`src/core/jog_slack_defines.vh`:
```
// Constants for the jog, take-up-slack and crawl setpoint selector
// Overview of operation
// - Demand comes from the ramp path; output feeds the ramp generator input.
// - Run off and jog on substitutes a jog setpoint for ramp demand.
// - In jog, mode-select low picks jog setpoint one, high picks two.
// - Jog replaces both accel and decel ramp times with jog ramp time.
// - Jog forces the S-curve proportion to zero.
// - Run on with exactly one of jog and mode-select adds a take-up offset to the ramp demand.
// - Mode-select and jog together choose which take-up offset applies.
// - Run, jog and mode-select high output the crawl setpoint.
// - Run, jog, mode-select low give demand plus offset one, default ramp.
// - Run, no jog, mode-select high give demand plus offset two.
// - Contactor off in stop, on otherwise; stop and run pass demand.
// - Mode code: 0/1 stop, 2/3 jog, 4 run, 5/6 take-up, 7 crawl.
// - Setpoints and offsets are signed, -100.00 to 100.00 percent, 0.01 units; offsets are not clamped here, only their sum with the demand.
// - Jog ramp time in 0.1 s steps, 0.1 to 600.0 s, separate.
// - In jog, acceleration and deceleration times are always equal.
// - Direct setpoints are still summed onto the output for total demand.
// - Combined setpoint is a readable output in hundredths of a percent.
`ifndef JOG_SLACK_DEFINES_VH
`define JOG_SLACK_DEFINES_VH

// ****************************************************************
// Mode codes
// ****************************************************************
`define MODE_STOP_0     3'h0
`define MODE_STOP_1     3'h1
`define MODE_JOG_1      3'h2
`define MODE_JOG_2      3'h3
`define MODE_RUN        3'h4
`define MODE_TAKEUP_1   3'h5
`define MODE_TAKEUP_2   3'h6
`define MODE_CRAWL      3'h7

// ****************************************************************
// Value limits, hundredths of a percent / tenths of a second
// ****************************************************************
`define SP_FULL_SCALE   16'h2710
`define SP_NEG_SCALE    16'hD8F0
`define RT_MIN          13'h0001
`define RT_MAX          13'h1770
`define SCURVE_ZERO     16'h0000

`endif

```
`src/core/jog_mode_decode.v`:
```
// Mode decoder from run, jog and mode-select inputs
`timescale 1ns/1ps
`include "jog_slack_defines.vh"

module jog_mode_decode
(
    // Command inputs
    input  wire       i_run,
    input  wire       i_jog,
    input  wire       i_sel,
    // Decoded mode
    output reg  [2:0] o_mode
);

    // ************************************************************
    // Setpoint selection table
    // ************************************************************
    always @*
    begin
        case ({i_run, i_jog, i_sel})
            3'h0:    o_mode = `MODE_STOP_0;
            3'h1:    o_mode = `MODE_STOP_1;
            3'h2:    o_mode = `MODE_JOG_1;
            3'h3:    o_mode = `MODE_JOG_2;
            3'h4:    o_mode = `MODE_RUN;
            3'h5:    o_mode = `MODE_TAKEUP_2;
            3'h6:    o_mode = `MODE_TAKEUP_1;
            3'h7:    o_mode = `MODE_CRAWL;
            default: o_mode = `MODE_STOP_0;
        endcase
    end

endmodule // jog_mode_decode

```
`src/core/jog_slack_setpoint_selector.v`:
```
// Jog, take-up-slack and crawl setpoint selector for the speed path
`timescale 1ns/1ps
`include "jog_slack_defines.vh"

module jog_slack_setpoint_selector
#(
    parameter W  = 16,
    parameter TW = 13
)
(
    // Clock and reset
    input  wire                 i_clk,
    input  wire                 i_rst,
    // Commands from the sequence logic
    input  wire                 i_run_command_input,
    input  wire                 i_inch_command_input,
    input  wire                 i_mode_select,
    // Ramp path demand and direct setpoints
    input  wire signed [W-1:0]  i_ramp_demand,
    input  wire signed [W-1:0]  i_direct_setpoint,
    // Setpoints and offsets
    input  wire signed [W-1:0]  i_jog_speed_1,
    input  wire signed [W-1:0]  i_jog_speed_2,
    input  wire signed [W-1:0]  i_take_up_1,
    input  wire signed [W-1:0]  i_take_up_2,
    input  wire signed [W-1:0]  i_crawl_speed,
    // Ramp times, tenths of a second, and S-curve proportion
    input  wire        [TW-1:0] i_jog_ramp_time,
    input  wire        [TW-1:0] i_normal_accel_time,
    input  wire        [TW-1:0] i_normal_decel_time,
    input  wire        [W-1:0]  i_normal_scurve,
    // Outputs to the ramp generator
    output reg  signed [W-1:0]  o_ramp_input,
    output reg         [TW-1:0] o_accel_time,
    output reg         [TW-1:0] o_decel_time,
    output reg         [W-1:0]  o_scurve,
    output reg                  o_jog_ramp_active,
    // Diagnostics and contactor
    output reg  signed [W-1:0]  o_total_demand,
    output reg         [2:0]    o_selector_state_code,
    output reg                  o_contactor_request
);

    // ************************************************************
    // Local constants
    // ************************************************************
    // Slots of the setpoints that replace the demand outright
    localparam NSP      = 3;
    localparam SP_JOG_1 = 0;
    localparam SP_JOG_2 = 1;
    localparam SP_CRAWL = 2;

    // ************************************************************
    // Internal signals
    // ************************************************************
    wire        [2:0]       mode;
    wire                    jog_mode;
    wire                    stop_mode;
    wire        [NSP*W-1:0] sp_raw;
    wire        [NSP*W-1:0] sp_lim;
    wire signed [W-1:0]     jog_1_lim;
    wire signed [W-1:0]     jog_2_lim;
    wire signed [W-1:0]     crawl_lim;
    wire        [TW-1:0]    jog_rt;
    reg  signed [W-1:0]     demand_nxt;
    reg  signed [W-1:0]     total_nxt;
    reg         [TW-1:0]    accel_nxt;
    reg         [TW-1:0]    decel_nxt;
    reg         [W-1:0]     scurve_nxt;
    reg                     contactor_nxt;
    reg         [2:0]       code_nxt;
    reg                     jog_flag_nxt;

    // ************************************************************
    // Helper functions
    // ************************************************************
    // Clamp to full scale so an offset cannot wrap the demand sign
    function signed [W-1:0] sat;
        input signed [W:0] v;
        begin
            if (v > $signed({1'b0, `SP_FULL_SCALE}))
                sat = `SP_FULL_SCALE;
            else if (v < $signed({1'b1, `SP_NEG_SCALE}))
                sat = `SP_NEG_SCALE;
            else
                sat = v[W-1:0];
        end
    endfunction

    // Widen by one bit first so the raw sum never overflows
    function signed [W-1:0] add_sat;
        input signed [W-1:0] a;
        input signed [W-1:0] b;
        begin
            add_sat = sat({a[W-1], a} + {b[W-1], b});
        end
    endfunction

    function signed [W-1:0] lim;
        input signed [W-1:0] a;
        begin
            lim = sat({a[W-1], a});
        end
    endfunction

    // Out-of-range jog ramp times are pinned, not refused
    function [TW-1:0] clamp_time;
        input [TW-1:0] t;
        begin
            if (t < `RT_MIN)
                clamp_time = `RT_MIN;
            else if (t > `RT_MAX)
                clamp_time = `RT_MAX;
            else
                clamp_time = t;
        end
    endfunction

    function is_jog;
        input [2:0] m;
        begin
            is_jog = (m == `MODE_JOG_1) || (m == `MODE_JOG_2);
        end
    endfunction

    function is_stop;
        input [2:0] m;
        begin
            is_stop = (m == `MODE_STOP_0) || (m == `MODE_STOP_1);
        end
    endfunction

    // ************************************************************
    // Mode decode
    // ************************************************************
    jog_mode_decode u_decode
    (
        .i_run  (i_run_command_input),
        .i_jog  (i_inch_command_input),
        .i_sel  (i_mode_select),
        .o_mode (mode)
    );

    // ************************************************************
    // Mode classification
    // ************************************************************
    assign jog_mode  = is_jog(mode);
    assign stop_mode = is_stop(mode);

    // ************************************************************
    // Setpoint limiting
    // ************************************************************
    assign sp_raw = {i_crawl_speed, i_jog_speed_2, i_jog_speed_1};

    genvar g;
    generate
        for (g = 0; g < NSP; g = g + 1)
        begin : g_limit
            assign sp_lim[g*W +: W] = lim(sp_raw[g*W +: W]);
        end
    endgenerate

    assign jog_1_lim = sp_lim[SP_JOG_1*W +: W];
    assign jog_2_lim = sp_lim[SP_JOG_2*W +: W];
    assign crawl_lim = sp_lim[SP_CRAWL*W +: W];
    assign jog_rt    = clamp_time(i_jog_ramp_time);

    // ************************************************************
    // Demand selection
    // ************************************************************
    // Take-up offsets go in unclamped; only the sum is limited
    always @*
    begin
        case (mode)
            `MODE_JOG_1:    demand_nxt = jog_1_lim;
            `MODE_JOG_2:    demand_nxt = jog_2_lim;
            `MODE_TAKEUP_1: demand_nxt = add_sat(i_ramp_demand,
                                                 i_take_up_1);
            `MODE_TAKEUP_2: demand_nxt = add_sat(i_ramp_demand,
                                                 i_take_up_2);
            `MODE_CRAWL:    demand_nxt = crawl_lim;
            default:        demand_nxt = i_ramp_demand;
        endcase
    end

    // Direct setpoints still land on the total, even in jog
    always @*
    begin
        total_nxt = add_sat(demand_nxt, i_direct_setpoint);
    end

    // ************************************************************
    // Ramp time selection
    // ************************************************************
    always @*
    begin
        if (jog_mode)
        begin
            accel_nxt  = jog_rt;
            decel_nxt  = jog_rt;
            scurve_nxt = `SCURVE_ZERO;
        end
        else
        begin
            accel_nxt  = i_normal_accel_time;
            decel_nxt  = i_normal_decel_time;
            scurve_nxt = i_normal_scurve;
        end
    end

    // ************************************************************
    // Contactor request
    // ************************************************************
    always @*
    begin
        contactor_nxt = !stop_mode;
    end

    // ************************************************************
    // Status selection
    // ************************************************************
    always @*
    begin
        code_nxt     = mode;
        jog_flag_nxt = jog_mode;
    end

    // ************************************************************
    // Registered demand outputs
    // ************************************************************
    // One process per output keeps each reset value beside its source
    always @(posedge i_clk)
    begin
        if (i_rst)
            o_ramp_input <= {W{1'b0}};
        else
            o_ramp_input <= demand_nxt;
    end

    always @(posedge i_clk)
    begin
        if (i_rst)
            o_total_demand <= {W{1'b0}};
        else
            o_total_demand <= total_nxt;
    end

    // ************************************************************
    // Registered ramp outputs
    // ************************************************************
    always @(posedge i_clk)
    begin
        if (i_rst)
            o_accel_time <= {TW{1'b0}};
        else
            o_accel_time <= accel_nxt;
    end

    always @(posedge i_clk)
    begin
        if (i_rst)
            o_decel_time <= {TW{1'b0}};
        else
            o_decel_time <= decel_nxt;
    end

    always @(posedge i_clk)
    begin
        if (i_rst)
            o_scurve <= {W{1'b0}};
        else
            o_scurve <= scurve_nxt;
    end

    always @(posedge i_clk)
    begin
        if (i_rst)
            o_jog_ramp_active <= 1'b0;
        else
            o_jog_ramp_active <= jog_flag_nxt;
    end

    // ************************************************************
    // Registered status outputs
    // ************************************************************
    // Reset lands in stop with the contactor dropped
    always @(posedge i_clk)
    begin
        if (i_rst)
            o_selector_state_code <= `MODE_STOP_0;
        else
            o_selector_state_code <= code_nxt;
    end

    always @(posedge i_clk)
    begin
        if (i_rst)
            o_contactor_request <= 1'b0;
        else
            o_contactor_request <= contactor_nxt;
    end

endmodule // jog_slack_setpoint_selector

```
`config.mk`:
```
export PLATFORM = sky130hd
export DESIGN_NAME = jog_slack_setpoint_selector
export DESIGN_NICKNAME = d
export VERILOG_FILES = /design/src/core/jog_mode_decode.v /design/src/core/jog_slack_setpoint_selector.v
export VERILOG_INCLUDE_DIRS = /design/src /design/src/core
export SDC_FILE = /design/constraint.sdc
export NUM_CORES = 1
export LEC_CHECK = 0
export BUFFER_PORTS_ARGS = -buffer_cell sky130_fd_sc_hd__buf_2
export CAP_MARGIN = 20
export CELL_PAD_IN_SITES_DETAIL_PLACEMENT = 1
export CELL_PAD_IN_SITES_GLOBAL_PLACEMENT = 1
export CORE_ASPECT_RATIO = 1.2
export CORE_MARGIN = 8
export CORE_UTILIZATION = 39
export DETAILED_ROUTE_END_ITERATION = 8
export GPL_ROUTABILITY_DRIVEN = 0
export PLACE_DENSITY = 0.86
export SLEW_MARGIN = 20
export SYNTH_ARGS = -nofsm -noshare
export SYNTH_HDL_FRONTEND = slang
export SYNTH_SLANG_ARGS = --single-unit
```
`constraint.sdc`:
```
create_clock -name i_clk -period 10.85 [get_ports i_clk]
set_input_delay 2.17 -clock i_clk [delete_from_list [all_inputs] [get_ports i_clk]]
set_output_delay 2.17 -clock i_clk [all_outputs]
set_load 0.005 [all_outputs]
```
==> metrics.yaml, run 1 <==
die:
  dieArea_sq_um: 22100
  die_h_um: 161
  rows: 53
  pin_count: 251
  core-area_sq_um: 17400
  die_width_um: 137
  start_util_pct: 39.5
pwr:
  clockPowerShare_pct: 27.8
  powerDensity_nw_per_um2: 136
  netSwitchingFraction_pct: 37.7
  internal-power_w: 0.000727
  p_comb_share_pct: 43.9
  leakage_nw: 4.01
  peakVddDrop_mv: 0.0730
  power_frac_seq_pct: 28.3
  p_switching_w: 0.000439
job:
  max-cap-violations: 0
timing:
  max_freq_mhz: 116
  fin_crit_sh_pct: 79.8
  rsz0062_at_grt: "no"
  tightest_slew_ps: 987
  setup_tns_ps: 0
  finalSetupViolations: 0
  maxSlewHeadroom_pct: 34.2
  fin_hold_ws_ps: 2020
  fin_ws_ps: 2190
  final_hold_viol_count: 0
  slew_viol_final: 0
  fin_crit_ps: 8660
detailed_routing:
  vias_per_cell: 5.89
  routed_wl_mm: 28.0
  postRouteAntennaNets: 0
  drt_pre_antenna_iters: 5
  routedWlPerCell_um: 20.9
  vias: 7916
  drt_iter0_markers: 411
  drc_errors: 0
critical_path:
  required_ps: 11080
  crit_type: "input pin to flop"
  worstSetupEndpointType: "flop"
  crit_arrival_ps: 8880
  crit_path_max_fanout: 13
  startpoint_type: "input pin"
cts:
  cts_made_buffers: 9
  root_buffer: "clkbuf_16"
  htreeDepth: 3
  clock_path_buffers: 2
  post_cts_buffers: 0
  postCtsHoldBufs: 0
  cts_tree: "built"
  cts.repair.resized: 0
  clkSlewWorstSetupHoldPaths_ps: 60
  cts_num_sinks: 79
grt:
  overflow: 0
  grt_pass1_wl_mm: 42.3
  antenna_found_initial: 0
  grt_max_degree: 41
  track_usage_pct: 24.0
  grt_pass1_vias: 8067
logic_synthesis:
  post_synth.cell_area_avg_sq_um: 7.71
  synth_cell_type_count: 88
  ys_seq_area_share_pct: 23.0
  ys_seq_elements: 79
  syn_area_sq_um: 6860
  synthArstFlopShare_pct: 0
  yosysWarnings: 0
  synth_edf_count: 0
  synthFlopType: "dfxtp_1"
  syn_nets: 1116
  netlist_instances: 890
min_path:
  min_path_type: "input pin to flop"
  holdPathStages: 2
layout:
  drive_gt1_share_pct: 27.2
  areaGrowthSynthToFinish_pct: 24.8
  final-seq-area_sq_um: 1580
  num-fill-cells: 2259
  diodes: 0
  fin_nets: 1344
  multi_input_area_sq_um: 5010
  finalCoreUtilization_pct: 49.3
outcome:
  status: "finished clean"
place:
  hpwl_mm: 23.6
  place.port_buffers: 250
  place_ws_ps: 2040
[synth_stat cells, types with 11 or more instances]
master / number / area, sq um
o21ai_0: 51 / 255
nand2_1: 78 / 293
dfxtp_1: 79 / 1580
a21o_1: 22 / 165
nor2b_1: 11 / 68.8
o211ai_1: 12 / 90.1
ha_1: 51 / 638
xor2_1: 14 / 123
o21a_1: 22 / 165
a31oi_1: 15 / 93.8
and3_1: 20 / 125
a21oi_1: 85 / 425
xnor2_1: 18 / 158
a211oi_1: 19 / 143
nor3_1: 36 / 180
nor2_1: 66 / 248
inv_1: 31 / 116
clkbuf_1: 22 / 82.6
nand2b_1: 16 / 100
nand4_1: 15 / 93.8
nand3_1: 20 / 100
[area by class of cell]
cell class,count,area share (%)
clock buffer,9,2.63
clock inverter,7,1.11
inverter,31,1.36
multi-input combinational,746,58.5
sequential,79,18.5
tap,220,3.21
timing repair buffer,251,14.7
[cells in the final DEF, fill, tap and decap left out, types with 5 or more instances in the layout]
cell / netlist / final
buf_2: 6 / 250
a21oi_1: 85 / 85
dfxtp_1: 79 / 79
nand2_1: 78 / 78
nor2_1: 66 / 65
o21ai_0: 51 / 51
ha_1: 51 / 51
nor3_1: 36 / 36
inv_1: 31 / 31
a21o_1: 22 / 22
o21a_1: 22 / 22
nand3_1: 20 / 20
and3_1: 20 / 20
a211oi_1: 19 / 19
xnor2_1: 18 / 18
nand2b_1: 16 / 16
nand4_1: 15 / 15
a31oi_1: 15 / 15
xor2_1: 14 / 14
o211ai_1: 12 / 12
nor2b_1: 11 / 11
and2_1: 9 / 9
nor4_1: 9 / 9
clkbuf_16: 0 / 9
or2_2: 8 / 8
o21bai_1: 7 / 7
o31ai_1: 7 / 7
nand3b_1: 6 / 6
o21ai_1: 6 / 6
a211o_1: 5 / 5
a211oi_2: 5 / 5
o41ai_1: 5 / 5
a22o_1: 5 / 5
[per-stage QoR]
stage	total power, W	cells	area [sq um]
global placement	0.000825	1326	8230
detailed placement	0.000839	1326	8230
global route	0.00123	1343	8560
floorplan	0.000672	890	6860
CTS	0.00117	1342	8550
finish	0.00117	1343	8560
[sequential cells by signal, indices dropped and copies added (netlist names)]
name and cells:
o_scurve 16, o_decel_time 13, o_ramp_input 16, o_accel_time 13, o_selector_state_code 3, o_contactor_request 1, o_total_demand 16, o_jog_ramp_active 1
[final timing paths]
check             slack [ps]                end                    from
setup / recovery        2190  o_total_demand[0]        i_ramp_demand[0]
hold / removal          2020    o_decel_time[5]  i_normal_decel_time[5]
[layer usage]
layer | track usage, % | up-vias | wire length (um)
met3 | 4.07 | 62 | 1910
met2 | 43.6 | 304 | 14100
met1 | 26.3 | 3714 | 10900
met4 | 11.2 | 0 | 1120
li1 | - | 3836 | -
met5 | 0 | - | 0
[logic make-up after synthesis]
logic type / share of synthesized area [%]
buf+inv: 3.99
fa+ha+maj: 10.2
xor+xnor: 4.32
compound gates: 34.3
simple gates: 24.0
mux: 0.146
flops: 23.0
[critical path: stages]
cell	delay, ps
buf_2	130
ha_1	190
inv_1	60
fa_1	390
nand2b_1	210
a21bo_2	230
a2111o_1	450
nand3_2	110
xor2_1	360
a31oi_1	160
nor4_1	570
o21ai_0	280
nand2_1	110
ha_1	180
inv_1	60
fa_1	400
nor2b_1	160
o31ai_1	110
nand3_1	130
a2111oi_0	170
o41ai_1	590
nand2_1	100
a31oi_1	420
a21boi_1	850
and4b_1	280
[power groups by stage]
stage          sequential (W)  combinational, W  clock, W
6_report             0.000330          0.000512  0.000324
5_1_grt              0.000333          0.000559  0.000343
4_1_cts              0.000331          0.000507  0.000331
3_5_place_dp         0.000337          0.000501         0
3_3_place_gp         0.000336          0.000489         0
2_1_floorplan        0.000342          0.000330         0
Note: power is estimated with default switching activity, not from simulation.
==> inputs of run 2 (changes only) <==
CORE_UTILIZATION = 32   (was 39)
PLACE_DENSITY = 0.75   (was 0.86)
clock period = 7 ns   (was 10.85 ns; I/O delays follow)
==> run 2 against run 1 <==
Against the previous run: global-route usage fell by 2.8 points; total power grew 64%; sequential power grew 55%; count of clock-buffer cells in the layout up 4; critical endpoint unchanged.
==> metrics.yaml, run 2 (same netlist as run 1, synthesis figures left out) <==
outcome:
  status: "finished clean"
layout:
  stdcell_area_sq_um: 9190
  multi_input_area_sq_um: 5160
  drive_gt1_share_pct: 32.6
  final_common_cell: "buf_2"
  final-seq-area_sq_um: 1580
  num-fill-cells: 2657
  finalCoreUtilization_pct: 43.8
  reg_top3: "o_ramp_input (16), o_scurve (16), o_total_demand (16)"
  fin_nets: 1401
  areaGrowthSynthToFinish_pct: 33.9
  diodes: 0
  final_cell_mix: "250 x buf_2, 79 x dfxtp_1, 78 x nand2_1, 78 x a21oi_1, 65 x nor2_1"
timing:
  maxSlewHeadroom_pct: 53.5
  fin_hold_ws_ps: 1260
  max_freq_mhz: 147
  slew_viol_final: 0
  fin_crit_ps: 6800
  fin_crit_sh_pct: 97.1
  fin_ws_ps: 202
  finalSetupViolations: 0
  final_hold_viol_count: 0
  tightest_slew_ps: 697
  rsz0062_at_grt: "yes"
die:
  start_util_pct: 32.7
  core-area_sq_um: 21000
  pin_count: 251
  rows: 58
  die_h_um: 176
  dieArea_sq_um: 26400
  die_width_um: 150
cts:
  postCtsHoldBufs: 0
  clkSlewWorstSetupHoldPaths_ps: 60
  cts_num_sinks: 79
  root_buffer: "clkbuf_16"
  cts_made_buffers: 9
  clock_path_buffers: 2
  cts_tree: "built"
  htreeDepth: 3
pwr:
  powerDensity_nw_per_um2: 208
  leakage_nw: 4.29
  peakVddDrop_mv: 0.203
grt:
  grt_max_degree: 41
  grt_pass1_vias: 8317
  antenna_found_initial: 0
  track_usage_pct: 21.2
  overflow: 0
  grt_pass1_wl_mm: 44.5
min_path:
  min_path_type: "input pin to flop"
  worstHoldStart: "i_normal_decel_time[10]"
place:
  placed_area_sq_um: 8710
  place.port_buffers: 250
  place_ws_ps: -285
  hpwl_mm: 25.3
detailed_routing:
  vias_per_cell: 5.61
  drt_iter0_markers: 343
  routedWlPerCell_um: 20.6
  routed_wl_mm: 29.9
  drc_errors: 0
  vias: 8136
  drt_pre_antenna_iters: 4
  postRouteAntennaNets: 0
critical_path:
  required_ps: 7220
  crit_buf_inv: 4
  crit_path_max_fanout: 13
  crit_family: "compound AO/OA/AOI/OAI gates"
  path_depth: 26
  setup.worst_path.start: "i_ramp_demand[0]"
  startpoint_type: "input pin"
  cp-endpoint: "o_total_demand[0]"
  slowest_stage: "a2111o_1"
  cp_slowest_stage_delay_ps: 460
  crit_arrival_ps: 7020
  worstSetupEndpointType: "flop"
  crit_type: "input pin to flop"
job:
  max-cap-violations: 0
run 2: changes by cell type in the layout (fill, tap and decap cells not counted), sizes merged:
cell      previous run  this run
buf                251       308
clkbuf               9        13
bufinv               2         0
clkinv               2         0
clkinvlp             1         2
inv                 33        32
run 2: how the worst min path moves through the flow:
stage | end | depth (start not counted)
floorplan | o_accel_time[11] | 2
global placement | o_decel_time[10] | 2
detailed placement | o_decel_time[6] | 2
CTS | o_decel_time[6] | 2
global route | o_decel_time[9] | 2
finish | o_decel_time[10] | 2
run 2: repair_timing:
action | CTS | global route
resized for setup | 0 | 29
buffers inserted | 0 | 2
endpoints found under the setup margin | 0 | 14
run 2: final cells by class:
class,count,area share (%)
clock buffer,13,3.05
clock inverter,3,0.259
tap,270,3.68
inverter,31,1.27
timing repair buffer,308,18.4
sequential,79,17.2
multi-input combinational,746,56.2
run 2: metal layers:
metal,track usage (%),wire (um),vias up
met1,23.6,12100,3910
met2,39.7,15400,231
met5,0,0,-
met3,2.92,1440,50
li1,-,-,3945
met4,8.05,936,0
run 2: power by group:
| part | leakage (nW) | internal, W | switching [W] |
|---|---|---|---|
| registers | 0.656 | 0.000500 | 0.0000116 |
| clock network | 0.144 | 0.000280 | 0.000189 |
| logic | 3.48 | 0.000402 | 0.000529 |
run 2: per-stage QoR:
stage | TNS, ps | instances | total power [W]
after floorplan | 0 | 890 | 0.00104
after global placement | -606 | 1432 | 0.00137
after detailed placement | -3030 | 1432 | 0.00139
after CTS | 0 | 1448 | 0.00187
after global routing | -153 | 1450 | 0.00203
final | 0 | 1450 | 0.00191
